File: config.mk
export PLATFORM = sky130hd
export DESIGN_NAME = pon_upstream_burst_framer_encoder
export DESIGN_NICKNAME = d
export VERILOG_FILES = /design/src/logic/pon_framer_pkg.sv /design/src/logic/pon_mii_block_encoder.sv /design/src/logic/pon_upstream_burst_framer_encoder.sv
export SDC_FILE = /design/constraint.sdc
export NUM_CORES = 2
export LEC_CHECK = 0
export BUFFER_PORTS_ARGS = -buffer_cell sky130_fd_sc_hd__buf_2
export CAP_MARGIN = 30
export CORE_AREA = 2 2 492 494
export CTS_CLUSTER_SIZE = 30
export DETAILED_ROUTE_END_ITERATION = 12
export DIE_AREA = 0 0 494 496
export PLACE_DENSITY = 0.35
export SYNTH_ARGS = -nofsm -noshare
export SYNTH_HDL_FRONTEND = slang
export SYNTH_SLANG_ARGS = --single-unit
File: constraint.sdc
create_clock -name i_core_clk -period 7.7 [get_ports i_core_clk]
set_clock_uncertainty 0.15 [all_clocks]
set_input_delay 1.54 -clock i_core_clk [delete_from_list [all_inputs] [get_ports i_core_clk]]
set_output_delay 1.54 -clock i_core_clk [all_outputs]
set_load 0.02 [all_outputs]
File: src/logic/pon_framer_pkg.sv
// Shared constants and types of the upstream burst framer and block encoder
package pon_framer_pkg;

	// ----------------------------------------------------------------
	// Line block and codeword geometry
	// ----------------------------------------------------------------
	localparam int BLOCK_W = 257;
	localparam int PARITY_W = 256;
	localparam logic [6:0] FEC_PAYLOAD_SIZE = 7'h38;
	localparam logic [3:0] FEC_PARITY_SIZE = 4'ha;
	localparam logic [9:0] FEC_CW_DELIM = 10'h3ca;
	// End delimiter value is arbitrary until fixed by the system
	localparam logic [256:0] END_DELIM_BLOCK = {1'b0, {32{8'h3c}}};

	// ----------------------------------------------------------------
	// Block timing: 25.78125 Gb/s and 10.3125 Gb/s on a 10 ns clock
	// ----------------------------------------------------------------
	localparam longint LINE_KBPS_25G = 64'h1896402;
	localparam longint LINE_KBPS_10G = 64'h9d5b34;
	localparam longint CLK_PERIOD_PS = 64'h2710;
	localparam longint PS_PER_KS = 64'h3b9aca00;
	localparam longint BLOCK_PS_25G = 64'h101 * PS_PER_KS / LINE_KBPS_25G;
	localparam longint BLOCK_PS_10G = 64'h101 * PS_PER_KS / LINE_KBPS_10G;
	localparam longint CYC_25G_RAW = BLOCK_PS_25G / CLK_PERIOD_PS;
	localparam longint CYC_10G_RAW = BLOCK_PS_10G / CLK_PERIOD_PS;
	localparam logic [3:0] BLOCK_CYC_25G = (CYC_25G_RAW < 1) ? 4'h1 : 4'(CYC_25G_RAW);
	localparam logic [3:0] BLOCK_CYC_10G = (CYC_10G_RAW < 1) ? 4'h1 : 4'(CYC_10G_RAW);

	// ----------------------------------------------------------------
	// 64B/66B block format and control codes
	// ----------------------------------------------------------------
	localparam logic [1:0] SYNC_DATA = 2'h1;
	localparam logic [1:0] SYNC_CTRL = 2'h2;
	localparam logic [7:0] BT_CTRL = 8'h1e;
	localparam logic [7:0] BT_START = 8'h78;
	// Terminate block type per lane of the terminate character, lane 0 lowest
	localparam logic [63:0] BT_TERM = 64'hffe1d2ccb4aa9987;
	localparam logic [7:0] CH_IDLE = 8'h07;
	localparam logic [7:0] CH_IEI = 8'h08;
	localparam logic [7:0] CH_RA = 8'h09;
	localparam logic [7:0] CH_ERR = 8'hfe;
	localparam logic [7:0] CH_START = 8'hfb;
	localparam logic [7:0] CH_TERM = 8'hfd;
	localparam logic [6:0] LC_IDLE = 7'h00;
	localparam logic [6:0] LC_IEI = 7'h08;
	localparam logic [6:0] LC_RA = 7'h09;
	localparam logic [6:0] LC_ERR = 7'h1e;

	// ----------------------------------------------------------------
	// Register map, fields and reset values
	// ----------------------------------------------------------------
	localparam logic [7:0] ADDR_CTRL = 8'h00;
	localparam logic [7:0] ADDR_ZLEN = 8'h04;
	localparam logic [7:0] ADDR_PAT1 = 8'h08;
	localparam logic [7:0] ADDR_PAT2 = 8'h0c;
	localparam logic [7:0] ADDR_PAT3 = 8'h10;
	localparam logic [7:0] ADDR_FLAGS = 8'h14;
	localparam logic [7:0] ADDR_STATUS = 8'h18;
	localparam logic [7:0] ADDR_BURSTS = 8'h1c;
	localparam int CTRL_EN_BIT = 0;
	localparam int CTRL_HEAD_BIT = 1;
	localparam int CTRL_R10_BIT = 2;
	localparam int Z1_LSB = 0;
	localparam int Z2_LSB = 8;
	localparam int Z3_LSB = 16;
	localparam int ST_UNDER_BIT = 8;
	localparam int ST_ERR_LSB = 16;
	localparam logic [3:0] CTRL_RST = 4'h0;
	localparam logic [23:0] ZLEN_RST = 24'h000404;
	localparam logic [31:0] PAT1_RST = 32'h55555555;
	localparam logic [31:0] PAT2_RST = 32'hbf4018e5;
	localparam logic [31:0] PAT3_RST = 32'h00000000;
	localparam logic [2:0] FLAGS_RST = 3'h1;

	typedef enum logic [6:0] {
		FS_IDLE = 7'h01,
		FS_ZONE_A = 7'h02,
		FS_ZONE_B = 7'h04,
		FS_ZONE_C = 7'h08,
		FS_PAYLOAD = 7'h10,
		FS_PARITY = 7'h20,
		FS_END_DELIM = 7'h40
	} frame_state_type;

endpackage

File: src/logic/pon_mii_block_encoder.sv
// 64B/66B encoder of 72-bit media independent interface vectors
`timescale 1ns/1ps
module pon_mii_block_encoder (
	input wire logic i_core_clk,
	input wire logic i_resetn,
	input wire logic i_mii_valid,
	input wire logic [63:0] i_mii_txd,
	input wire logic [7:0] i_mii_txc,
	output logic o_enc_valid,
	output logic [65:0] o_enc_block,
	output logic o_enc_err
);
	typedef struct packed {
		logic valid;
		logic [65:0] blk;
		logic err;
	} enc_regs_type;

	enc_regs_type q;
	enc_regs_type d;
	logic [55:0] codes;
	logic [55:0] tpl;
	logic [7:0] bad;
	logic found;

	always_comb begin
		d = q;
		codes = '0;
		tpl = '0;
		bad = '0;
		found = 1'b0;
		d.valid = i_mii_valid;
		d.err = 1'b0;
		// 7-bit lane codes; unknown characters become errors
		for (int i = 0; i < 8; i++) begin
			case (i_mii_txd[8*i +: 8])
				pon_framer_pkg::CH_IDLE: codes[7*i +: 7] = pon_framer_pkg::LC_IDLE; // RULE_21
				pon_framer_pkg::CH_IEI: codes[7*i +: 7] = pon_framer_pkg::LC_IEI; // RULE_21
				pon_framer_pkg::CH_RA: codes[7*i +: 7] = pon_framer_pkg::LC_RA; // RULE_21
				pon_framer_pkg::CH_ERR: codes[7*i +: 7] = pon_framer_pkg::LC_ERR; // RULE_21
				default: begin
					codes[7*i +: 7] = pon_framer_pkg::LC_ERR; // RULE_22
					bad[i] = 1'b1; // RULE_18
				end
			endcase
		end
		if (i_mii_txc == 8'h00) begin
			d.blk = {i_mii_txd, pon_framer_pkg::SYNC_DATA}; // RULE_16
		end else if (i_mii_txc == 8'hff && bad == 8'h00) begin
			d.blk = {codes, pon_framer_pkg::BT_CTRL, pon_framer_pkg::SYNC_CTRL};
		end else if (i_mii_txc == 8'h01 && i_mii_txd[7:0] == pon_framer_pkg::CH_START) begin
			// Start travels only as the block type
			d.blk = {i_mii_txd[63:8], pon_framer_pkg::BT_START, pon_framer_pkg::SYNC_CTRL}; // RULE_19
		end else begin
			for (int k = 0; k < 8; k++) begin
				if (!found && i_mii_txc == 8'(8'hff << k)
						&& i_mii_txd[8*k +: 8] == pon_framer_pkg::CH_TERM
						&& (bad >> (k + 1)) == 8'h00) begin
					found = 1'b1;
					tpl = '0;
					for (int j = 0; j < 8; j++) begin
						if (j < k) begin
							tpl[8*j +: 8] = i_mii_txd[8*j +: 8];
						end else if (j > k) begin
							tpl[55 - 7*(7 - j) -: 7] = codes[7*j +: 7];
						end
					end
					d.blk = {tpl, pon_framer_pkg::BT_TERM[8*k +: 8], // RULE_19
						pon_framer_pkg::SYNC_CTRL};
				end
			end
			// Ordered sets and every other mixture leave as an error block
			if (!found) begin
				d.blk = {{8{pon_framer_pkg::LC_ERR}}, pon_framer_pkg::BT_CTRL, // RULE_20
					pon_framer_pkg::SYNC_CTRL}; // RULE_17
				d.err = i_mii_valid; // RULE_22
			end
		end
	end

	always_ff @(posedge i_core_clk or negedge i_resetn) begin
		if (!i_resetn) begin
			q <= '0;
		end else begin
			q <= d;
		end
	end

	assign o_enc_valid = q.valid;
	assign o_enc_block = q.blk;
	assign o_enc_err = q.err;
endmodule

File: src/logic/pon_upstream_burst_framer_encoder.sv
// Upstream burst framer with sync zones, FEC codewords and delimiters
// Function
// (RULE_01) Burst opens with zone one, then zone two, then zone three delimiter.
// (RULE_02) Every zone element is a whole 257-bit block.
// (RULE_03) Two-zone preamble: zone one for laser and recovery, zone two delimiter.
// (RULE_04) Zone patterns and zone count come from head-end settings, used as set; zero lengths for zones one and two are used as one.
// (RULE_05) Delimiter is followed by codewords; only the last may be shortened.
// (RULE_06) Codeword sends 56 data blocks then ten parity blocks.
// (RULE_07) Shortened codeword has fewer data blocks but full ten parity blocks.
// (RULE_08) Discovery burst carries exactly one shortened codeword.
// (RULE_09) Every burst ends with an end delimiter after the last codeword.
// (RULE_10) Default preamble has two zones, third zone length zero.
// (RULE_11) Default zone one is leading one and repeated 0x55, balanced.
// (RULE_12) Default zone two is leading one then BF 40 18 E5, unbalanced.
// (RULE_13) Head-end transmits continuously without bursts at full line rate; here it follows the rate bit and can run at 10.3125 Gb/s.
// (RULE_14) Subscriber unit bursts at either of two line rates.
// (RULE_15) Parity from the LDPC encoder is always inserted, never bypassed.
// (RULE_16) Each 72-bit interface vector becomes one 64B/66B block.
// (RULE_17) Block types 0x2D, 0x33, 0x66, 0x55, 0x4B are never produced.
// (RULE_18) Control characters arrive as interface codes and are interpreted here.
// (RULE_19) Start and terminate are carried only by the block type.
// (RULE_20) Ordered-set control codes are neither accepted nor generated.
// (RULE_21) Idle, envelope idle, rate adjust and error codes map to line codes.
// (RULE_22) Unmapped control codes are never sent and count as errors.
// (RULE_23) Four 66-bit blocks are scrambled before transcoding to 257 bits; here both steps are left to an external scrambler and transcoder.
// (RULE_24) Codeword delimiter 0x3CA travels with the parity for alignment.
// (RULE_25) Zones, delimiter, codewords and end delimiter run back to back.
//
// Local design decisions: the strobed register port and the address map.
`timescale 1ns/1ps
module pon_upstream_burst_framer_encoder (
	input wire logic i_core_clk,
	input wire logic i_resetn,
	input wire logic [7:0] i_reg_addr,
	input wire logic [31:0] i_reg_wdata,
	input wire logic i_reg_we,
	input wire logic i_reg_re,
	output logic [31:0] o_reg_rdata,
	input wire logic i_burst_start,
	input wire logic i_burst_discovery,
	input wire logic [7:0] i_burst_codewords,
	input wire logic [6:0] i_burst_last_len,
	output logic o_frame_idle,
	input wire logic i_payload_valid,
	input wire logic [256:0] i_payload_block,
	output logic o_payload_ready,
	input wire logic i_parity_valid,
	input wire logic [255:0] i_parity_word,
	output logic o_parity_ready,
	output logic o_fec_valid,
	output logic [256:0] o_fec_block,
	output logic o_line_valid,
	output logic [256:0] o_line_block,
	output logic o_burst_active,
	input wire logic i_mii_valid,
	input wire logic [63:0] i_mii_txd,
	input wire logic [7:0] i_mii_txc,
	output logic o_enc_valid,
	output logic [65:0] o_enc_block
);
	typedef struct packed {
		pon_framer_pkg::frame_state_type state;
		logic [3:0] div;
		logic [7:0] zone_left;
		logic [7:0] cw_left;
		logic [6:0] pay_left;
		logic [3:0] par_idx;
		logic [6:0] last_len;
		logic disc;
		logic cont;
		logic [256:0] line;
		logic line_valid;
		logic [256:0] fec;
		logic fec_valid;
		logic underrun;
		logic [3:0] ctrl;
		logic [23:0] zlen;
		logic [31:0] pat1;
		logic [31:0] pat2;
		logic [31:0] pat3;
		logic [2:0] flags;
		logic [31:0] rdata;
		logic [15:0] err_cnt;
		logic [15:0] burst_cnt;
	} frame_regs_type;

	localparam frame_regs_type RST = '{
		state: pon_framer_pkg::FS_IDLE,
		ctrl: pon_framer_pkg::CTRL_RST,
		zlen: pon_framer_pkg::ZLEN_RST, // RULE_10
		pat1: pon_framer_pkg::PAT1_RST, // RULE_11
		pat2: pon_framer_pkg::PAT2_RST, // RULE_12
		pat3: pon_framer_pkg::PAT3_RST,
		flags: pon_framer_pkg::FLAGS_RST, // RULE_11
		default: '0
	};

	frame_regs_type q;
	frame_regs_type d;
	logic tick;
	logic enc_err;
	logic [7:0] len1;
	logic [7:0] len2;
	logic [7:0] len3;
	logic [6:0] first_len;
	logic [6:0] req_len;

	// A zone element is a leading one and the pattern word repeated over 256 bits
	function automatic logic [256:0] zone_block(input logic [31:0] w);
		return {1'b1, {8{w}}}; // RULE_02
	endfunction

	// ----------------------------------------------------------------
	// Line encoder
	// ----------------------------------------------------------------
	// Encoded blocks leave for the external scrambler and transcoder
	pon_mii_block_encoder u_encoder ( // RULE_23
		.i_core_clk(i_core_clk),
		.i_resetn(i_resetn),
		.i_mii_valid(i_mii_valid),
		.i_mii_txd(i_mii_txd),
		.i_mii_txc(i_mii_txc),
		.o_enc_valid(o_enc_valid),
		.o_enc_block(o_enc_block),
		.o_enc_err(enc_err)
	);

	// ----------------------------------------------------------------
	// Framer
	// ----------------------------------------------------------------
	assign tick = (q.div == 4'h0);
	// Zero-length zones one and two would break the preamble, so they count as one
	assign len1 = (q.zlen[pon_framer_pkg::Z1_LSB +: 8] == 8'h00) ? 8'h01
		: q.zlen[pon_framer_pkg::Z1_LSB +: 8];
	assign len2 = (q.zlen[pon_framer_pkg::Z2_LSB +: 8] == 8'h00) ? 8'h01
		: q.zlen[pon_framer_pkg::Z2_LSB +: 8];
	assign len3 = q.zlen[pon_framer_pkg::Z3_LSB +: 8];
	assign first_len = (q.cw_left == 8'h01) ? q.last_len
		: pon_framer_pkg::FEC_PAYLOAD_SIZE; // RULE_05
	assign req_len = (i_burst_last_len == 7'h00) ? 7'h01
		: (i_burst_last_len > pon_framer_pkg::FEC_PAYLOAD_SIZE)
		? pon_framer_pkg::FEC_PAYLOAD_SIZE : i_burst_last_len;

	always_comb begin
		d = q;
		d.line_valid = 1'b0;
		d.fec_valid = 1'b0;
		d.rdata = '0;
		if (tick) begin
			d.div = q.ctrl[pon_framer_pkg::CTRL_R10_BIT] // RULE_14
				? pon_framer_pkg::BLOCK_CYC_10G - 4'h1
				: pon_framer_pkg::BLOCK_CYC_25G - 4'h1;
		end else begin
			d.div = q.div - 4'h1;
		end

		// Register writes come first so that a hardware set below wins
		if (i_reg_we) begin
			if (i_reg_addr == pon_framer_pkg::ADDR_CTRL) begin
				d.ctrl = i_reg_wdata[3:0];
			end else if (i_reg_addr == pon_framer_pkg::ADDR_ZLEN) begin
				d.zlen = i_reg_wdata[23:0]; // RULE_04
			end else if (i_reg_addr == pon_framer_pkg::ADDR_PAT1) begin
				d.pat1 = i_reg_wdata; // RULE_04
			end else if (i_reg_addr == pon_framer_pkg::ADDR_PAT2) begin
				d.pat2 = i_reg_wdata; // RULE_04
			end else if (i_reg_addr == pon_framer_pkg::ADDR_PAT3) begin
				d.pat3 = i_reg_wdata; // RULE_04
			end else if (i_reg_addr == pon_framer_pkg::ADDR_FLAGS) begin
				d.flags = i_reg_wdata[2:0];
			end else if (i_reg_addr == pon_framer_pkg::ADDR_STATUS) begin
				if (i_reg_wdata[pon_framer_pkg::ST_UNDER_BIT]) begin
					d.underrun = 1'b0;
				end
			end
		end
		if (i_reg_re) begin
			if (i_reg_addr == pon_framer_pkg::ADDR_CTRL) begin
				d.rdata = {28'h0, q.ctrl};
			end else if (i_reg_addr == pon_framer_pkg::ADDR_ZLEN) begin
				d.rdata = {8'h00, q.zlen};
			end else if (i_reg_addr == pon_framer_pkg::ADDR_PAT1) begin
				d.rdata = q.pat1;
			end else if (i_reg_addr == pon_framer_pkg::ADDR_PAT2) begin
				d.rdata = q.pat2;
			end else if (i_reg_addr == pon_framer_pkg::ADDR_PAT3) begin
				d.rdata = q.pat3;
			end else if (i_reg_addr == pon_framer_pkg::ADDR_FLAGS) begin
				d.rdata = {29'h0, q.flags};
			end else if (i_reg_addr == pon_framer_pkg::ADDR_STATUS) begin
				d.rdata = {q.err_cnt, 7'h00, q.underrun, 1'b0, q.state};
			end else if (i_reg_addr == pon_framer_pkg::ADDR_BURSTS) begin
				d.rdata = {16'h0000, q.burst_cnt};
			end
		end
		if (enc_err && q.err_cnt != 16'hffff) begin
			d.err_cnt = q.err_cnt + 16'h0001; // RULE_22
		end

		if (q.state == pon_framer_pkg::FS_IDLE) begin
			if (q.ctrl[pon_framer_pkg::CTRL_EN_BIT] && q.ctrl[pon_framer_pkg::CTRL_HEAD_BIT]) begin
				// Head-end: codewords while enable and head-end bits stay set, no preamble and no end delimiter
				d.state = pon_framer_pkg::FS_PAYLOAD; // RULE_13
				d.cont = 1'b1;
				d.disc = 1'b0;
				d.cw_left = 8'h00;
				d.pay_left = pon_framer_pkg::FEC_PAYLOAD_SIZE;
			end else if (q.ctrl[pon_framer_pkg::CTRL_EN_BIT] && i_burst_start) begin
				d.state = pon_framer_pkg::FS_ZONE_A; // RULE_01
				d.cont = 1'b0;
				d.disc = i_burst_discovery;
				d.zone_left = len1;
				if (i_burst_discovery) begin
					d.cw_left = 8'h01; // RULE_08
					d.last_len = (req_len == pon_framer_pkg::FEC_PAYLOAD_SIZE)
						? pon_framer_pkg::FEC_PAYLOAD_SIZE - 7'h01 : req_len; // RULE_08
				end else begin
					d.cw_left = (i_burst_codewords == 8'h00) ? 8'h01 : i_burst_codewords;
					d.last_len = req_len; // RULE_05
				end
			end
		end else if (tick) begin
			// Every block slot of a running burst is filled
			d.line_valid = 1'b1; // RULE_25
			case (q.state)
				pon_framer_pkg::FS_ZONE_A: begin
					d.line = zone_block(q.pat1); // RULE_01
					if (q.zone_left == 8'h01) begin
						d.state = pon_framer_pkg::FS_ZONE_B;
						d.zone_left = len2;
					end else begin
						d.zone_left = q.zone_left - 8'h01;
					end
				end
				pon_framer_pkg::FS_ZONE_B: begin
					d.line = zone_block(q.pat2);
					if (q.zone_left == 8'h01) begin
						if (len3 != 8'h00) begin
							d.state = pon_framer_pkg::FS_ZONE_C; // RULE_01
							d.zone_left = len3;
						end else begin
							d.state = pon_framer_pkg::FS_PAYLOAD; // RULE_03
							d.pay_left = first_len;
						end
					end else begin
						d.zone_left = q.zone_left - 8'h01;
					end
				end
				pon_framer_pkg::FS_ZONE_C: begin
					d.line = zone_block(q.pat3);
					if (q.zone_left == 8'h01) begin
						d.state = pon_framer_pkg::FS_PAYLOAD; // RULE_05
						d.pay_left = first_len;
					end else begin
						d.zone_left = q.zone_left - 8'h01;
					end
				end
				pon_framer_pkg::FS_PAYLOAD: begin
					// A missing block is replaced by a zone one filler and flagged
					if (i_payload_valid) begin
						d.line = i_payload_block;
					end else begin
						d.line = zone_block(q.pat1);
						d.underrun = 1'b1;
					end
					d.fec = d.line; // RULE_15
					d.fec_valid = 1'b1;
					if (q.pay_left == 7'h01) begin
						d.state = pon_framer_pkg::FS_PARITY; // RULE_06
						d.par_idx = 4'h0;
					end else begin
						d.pay_left = q.pay_left - 7'h01;
					end
				end
				pon_framer_pkg::FS_PARITY: begin
					// One delimiter bit, high bit first, rides above each parity word
					d.line = {pon_framer_pkg::FEC_CW_DELIM[4'h9 - q.par_idx], // RULE_24
						i_parity_valid ? i_parity_word : 256'h0}; // RULE_15
					if (!i_parity_valid) begin
						d.underrun = 1'b1;
					end
					if (q.par_idx == pon_framer_pkg::FEC_PARITY_SIZE - 4'h1) begin // RULE_07
						if (q.cont) begin
							if (q.ctrl[pon_framer_pkg::CTRL_EN_BIT]
									&& q.ctrl[pon_framer_pkg::CTRL_HEAD_BIT]) begin
								d.state = pon_framer_pkg::FS_PAYLOAD; // RULE_13
								d.pay_left = pon_framer_pkg::FEC_PAYLOAD_SIZE;
							end else begin
								d.state = pon_framer_pkg::FS_IDLE;
								d.cont = 1'b0;
							end
						end else if (q.cw_left == 8'h01) begin
							d.state = pon_framer_pkg::FS_END_DELIM; // RULE_09
						end else begin
							d.cw_left = q.cw_left - 8'h01;
							d.state = pon_framer_pkg::FS_PAYLOAD;
							d.pay_left = (q.cw_left == 8'h02) ? q.last_len
								: pon_framer_pkg::FEC_PAYLOAD_SIZE; // RULE_05
						end
					end else begin
						d.par_idx = q.par_idx + 4'h1;
					end
				end
				pon_framer_pkg::FS_END_DELIM: begin
					d.line = pon_framer_pkg::END_DELIM_BLOCK; // RULE_09
					d.state = pon_framer_pkg::FS_IDLE;
					d.burst_cnt = q.burst_cnt + 16'h0001;
				end
				default: begin
					d.line_valid = 1'b0;
					d.state = pon_framer_pkg::FS_IDLE;
				end
			endcase
		end
	end

	always_ff @(posedge i_core_clk or negedge i_resetn) begin
		if (!i_resetn) begin
			q <= RST;
		end else begin
			q <= d;
		end
	end

	assign o_reg_rdata = q.rdata;
	assign o_frame_idle = (q.state == pon_framer_pkg::FS_IDLE);
	assign o_burst_active = (q.state != pon_framer_pkg::FS_IDLE);
	assign o_payload_ready = tick && q.state == pon_framer_pkg::FS_PAYLOAD;
	assign o_parity_ready = tick && q.state == pon_framer_pkg::FS_PARITY;
	assign o_fec_valid = q.fec_valid;
	assign o_fec_block = q.fec;
	assign o_line_valid = q.line_valid;
	assign o_line_block = q.line;
endmodule

==> impl_results.md <==
- Run status: finished, final reports clean
- Area growth syn-to-layout: 23.26%
- Area occupied by multi-input gates: 16540 sq um
- # port buffers: 1267
- P per Cell Area: 408.6 nW/um^2
- Post-route ant nets: 0
- CTS buffer count: 109
- Starting Density: 17.78%
- DR pass1 iterations: 6
- Crit-path slowest cell: and4b_4
- Share of the clock period used by the worst path: 67.00%
- Startpoint Class: register
- GPL Wtd Cong: 0.8868
- First-pass GRT wire length: approximately 360000 um
- CTS Hold Bufs: 0
- Part of the power in registers: 31.3%
- Syn_nets: 5357
- Commonest cells in the netlist: 787 x dfrtp_1, 654 x nor2_1, 582 x a21oi_1
- Synth unique cells: 88
- Leak Pwr: around 24 nW
- Post-synth EDFFs: 0
- Vias: 39520
- Worst rel slew slack: 31.28%
- Pre-CTS setup slack: about 2.7 ns
- Finished Layout Cells: 8622
- CP Cell Sequence: nor3_2, and4b_4, nand2b_4, inv_8, buf_2
- Combinational share of power: 43.9%
- Max stage delay on crit path: 0.71 ns
- Max Freq: ~190 MHz
- Total setup buffers inserted after CTS: 0
- Cell with the most instances after synthesis: dfrtp_1
- Tot GR Track Use: 21.13%
- Slew @ Worst Pin: 1.021 ns
- Ports: 1268
- Residual DRC: 0
- P_int: 11.43 mW
- CP Class: reg2out
- Critical path data required time: 6.01 ns
- P_sw: approximately 10 mW
- Hold Fails Final Rpt: 0
- Worst-path clk slew: 0.06 ns
- Post-Route WL: 270200 um
- Cell area after layout: 52510 sq um
- Die area: 245000 sq um
- Yosys reg bits: 822
- Chip width: approximately 490 um
- Max Buffers Root-to-Sink: 3
- Post-CTS Resized: 0
- Layout Nets: 5965
- Max Slew Vio Count: 0
- Post-Syn Instances: about 4700
- Prevailing post-synth register cell: dfrtp_1
- Clk sinks: 822
- Final min period: between 5 and 6 ns
- Hold slack: 0.3247 ns
- Synth area leaders: dfrtp_1 46%, buf_4 9.9%, a21oi_1 6.8%
- Syn Area/Cell: between 9 and 10 sq um
- Clock Power Share: 24.8%
- Switching power share of the total: 46.72%
- Vias in the first global route: a little under 40000
- Root Buffer: clkbuf_16
- Core area: 239600 sq um
- TritonCTS clock tree: built
- Final TNS setup: 0 ns
- Yosys top cell by area: dfrtp_1
- Vias per cell: 4.584
- GRT overflow: 0
- Arrival @ worst endpoint: around 3.5 ns
- Synth async-reset ratio: 100.0%
- DR WL/cell: roughly 31 um
- Synthesis warning total: 0
- Pin count of the biggest net entering global routing: approximately 170
- Fillers: 26760
- CTS H-Tree Depth: 3
- Dpl cell area: 48730 sq um
- HP Class: reg2reg
- Synthesized cell area: between 40000 and 50000 sq um
- Layout cells sized above 1: 32.91%
- Area fraction of the dominant cell type after synthesis: 46.23%
- Sequential share of the synthesized area: 48.39%
- Placed cell count: 8377
- Max_cap viols: 0
- Initial drt markers: 3652
- Die height: 496 um
- Peak supply drop: 0.2936 mV
- Final setup viols: 0
- Detail Placement HPWL: 205800 um
- Worst-Skew Late Latency: 0.77 ns
- CP endpoint kind: primary output
- # rows: 180
- RSZ-0062 raised after global routing: false
- Register area: 20610 sq um
- Worst Path Max Fanout: 77
- Final setup margin: 2.541 ns
- Initial antenna violation count: 100
[sequential cells by signal (all words and copies together), names as in the netlist, 8 cells and up]
name                   flops
o_line_block             257
u_encoder.o_enc_block     66
len3                       8
o_fec_block              257
o_reg_rdata               32
q                        198
[cell usage in the layout, fill, tap and decap left out, types with 11 or more instances in the layout]
master        n
nand2_1     527
dfstp_2      35
clkbuf_8     24
nand3_1      36
buf_4        89
nor4_1       18
xor2_1       14
clkbuf_1     40
ha_1         12
nand2b_1     23
buf_2      1265
nor3_1       31
clkinv_2     12
and3_1       25
inv_1        27
o21ai_0     196
a22oi_1      34
o22ai_1      51
a2111oi_0    16
nor2b_1      16
mux2_2      137
mux2i_1      11
nor2b_2      11
a31oi_1     141
a21oi_1     581
nand4_1      18
clkbuf_16   109
a222oi_1     28
xnor2_1      26
a22o_1       24
diode_2      41
dfrtp_1     787
o21ai_1      14
a221oi_1    146
nor2_1      652
[kinds of logic (layout without fill, tap and decap cells)]
family / count (synthesis) / in the layout / share of synthesized area, %
adders and majority gates: 12 / 12 / 0.3524
DFF: 822 / 822 / 48.39
xor gates and xnor gates: 40 / 40 / 0.8224
buffers and inverters: 910 / 1610 / 13.10
and+or+nand+nor: 1457 / 1457 / 14.66
muxes: 150 / 150 / 3.959
AOI/OAI and AO/OA: 1305 / 1305 / 18.72
other: 0 / 41 / 0
[through the flow]
stage / utilization [%] / total power, mW
2_1_floorplan: - / 13.42
3_3_place_gp: 20.21 / 16.17
3_5_place_dp: 20.33 / 16.30
4_1_cts: 21.86 / 21.74
5_1_grt: 21.89 / 22.62
6_report: 21.91 / 21.46
[metal layers]
metal,track usage [%],wire length [um]
met5,0,250
met1,26.84,112400
met3,5.035,19780
met2,34.57,126800
met4,8.034,10990
[final timing paths]
kind                                        from               end  slack, ns  depth (start not counted)
worst min-delay path            o_fec_block[202]  o_fec_block[202]       0.32                          2
min in group asynchronous               i_resetn             q[14]       0.71                          1
max in group asynchronous               i_resetn  o_fec_block[105]       5.20                          2
worst min register to register  o_fec_block[202]  o_fec_block[202]       0.32                          2
worst max register to register            q[754]  o_line_block[80]       3.08                          9
worst max-delay path                      q[754]   o_payload_ready       2.54                          5
[power by group through the flow]
stage	logic [mW]	registers [mW]	clock network (mW)
after floorplan	6.96	6.47	0
after global placement	9.44	6.73	0
after detailed placement	9.53	6.77	0
after CTS	9.56	6.71	5.48
after global routing	10.1	6.87	5.64
final	9.42	6.72	5.32
[worst max-delay path, delay by kind of cell (launching register included)]
kind                   cells  cell delay (ns)
DFF                        1             0.45
buffers and inverters      2             0.76
and+or+nand+nor            3             1.52
[final cells by class]
class	instances	share of cell area [%]
flip-flops and latches	822	39.26
multi-input cells	2964	31.49
repair buffers	1376	14.27
well taps	3185	7.589
clock buffers	173	6.109
clock inverters	30	0.8530
inverters	31	0.2359
diodes	41	0.1954
Note: power is estimated with default switching activity, not from simulation.
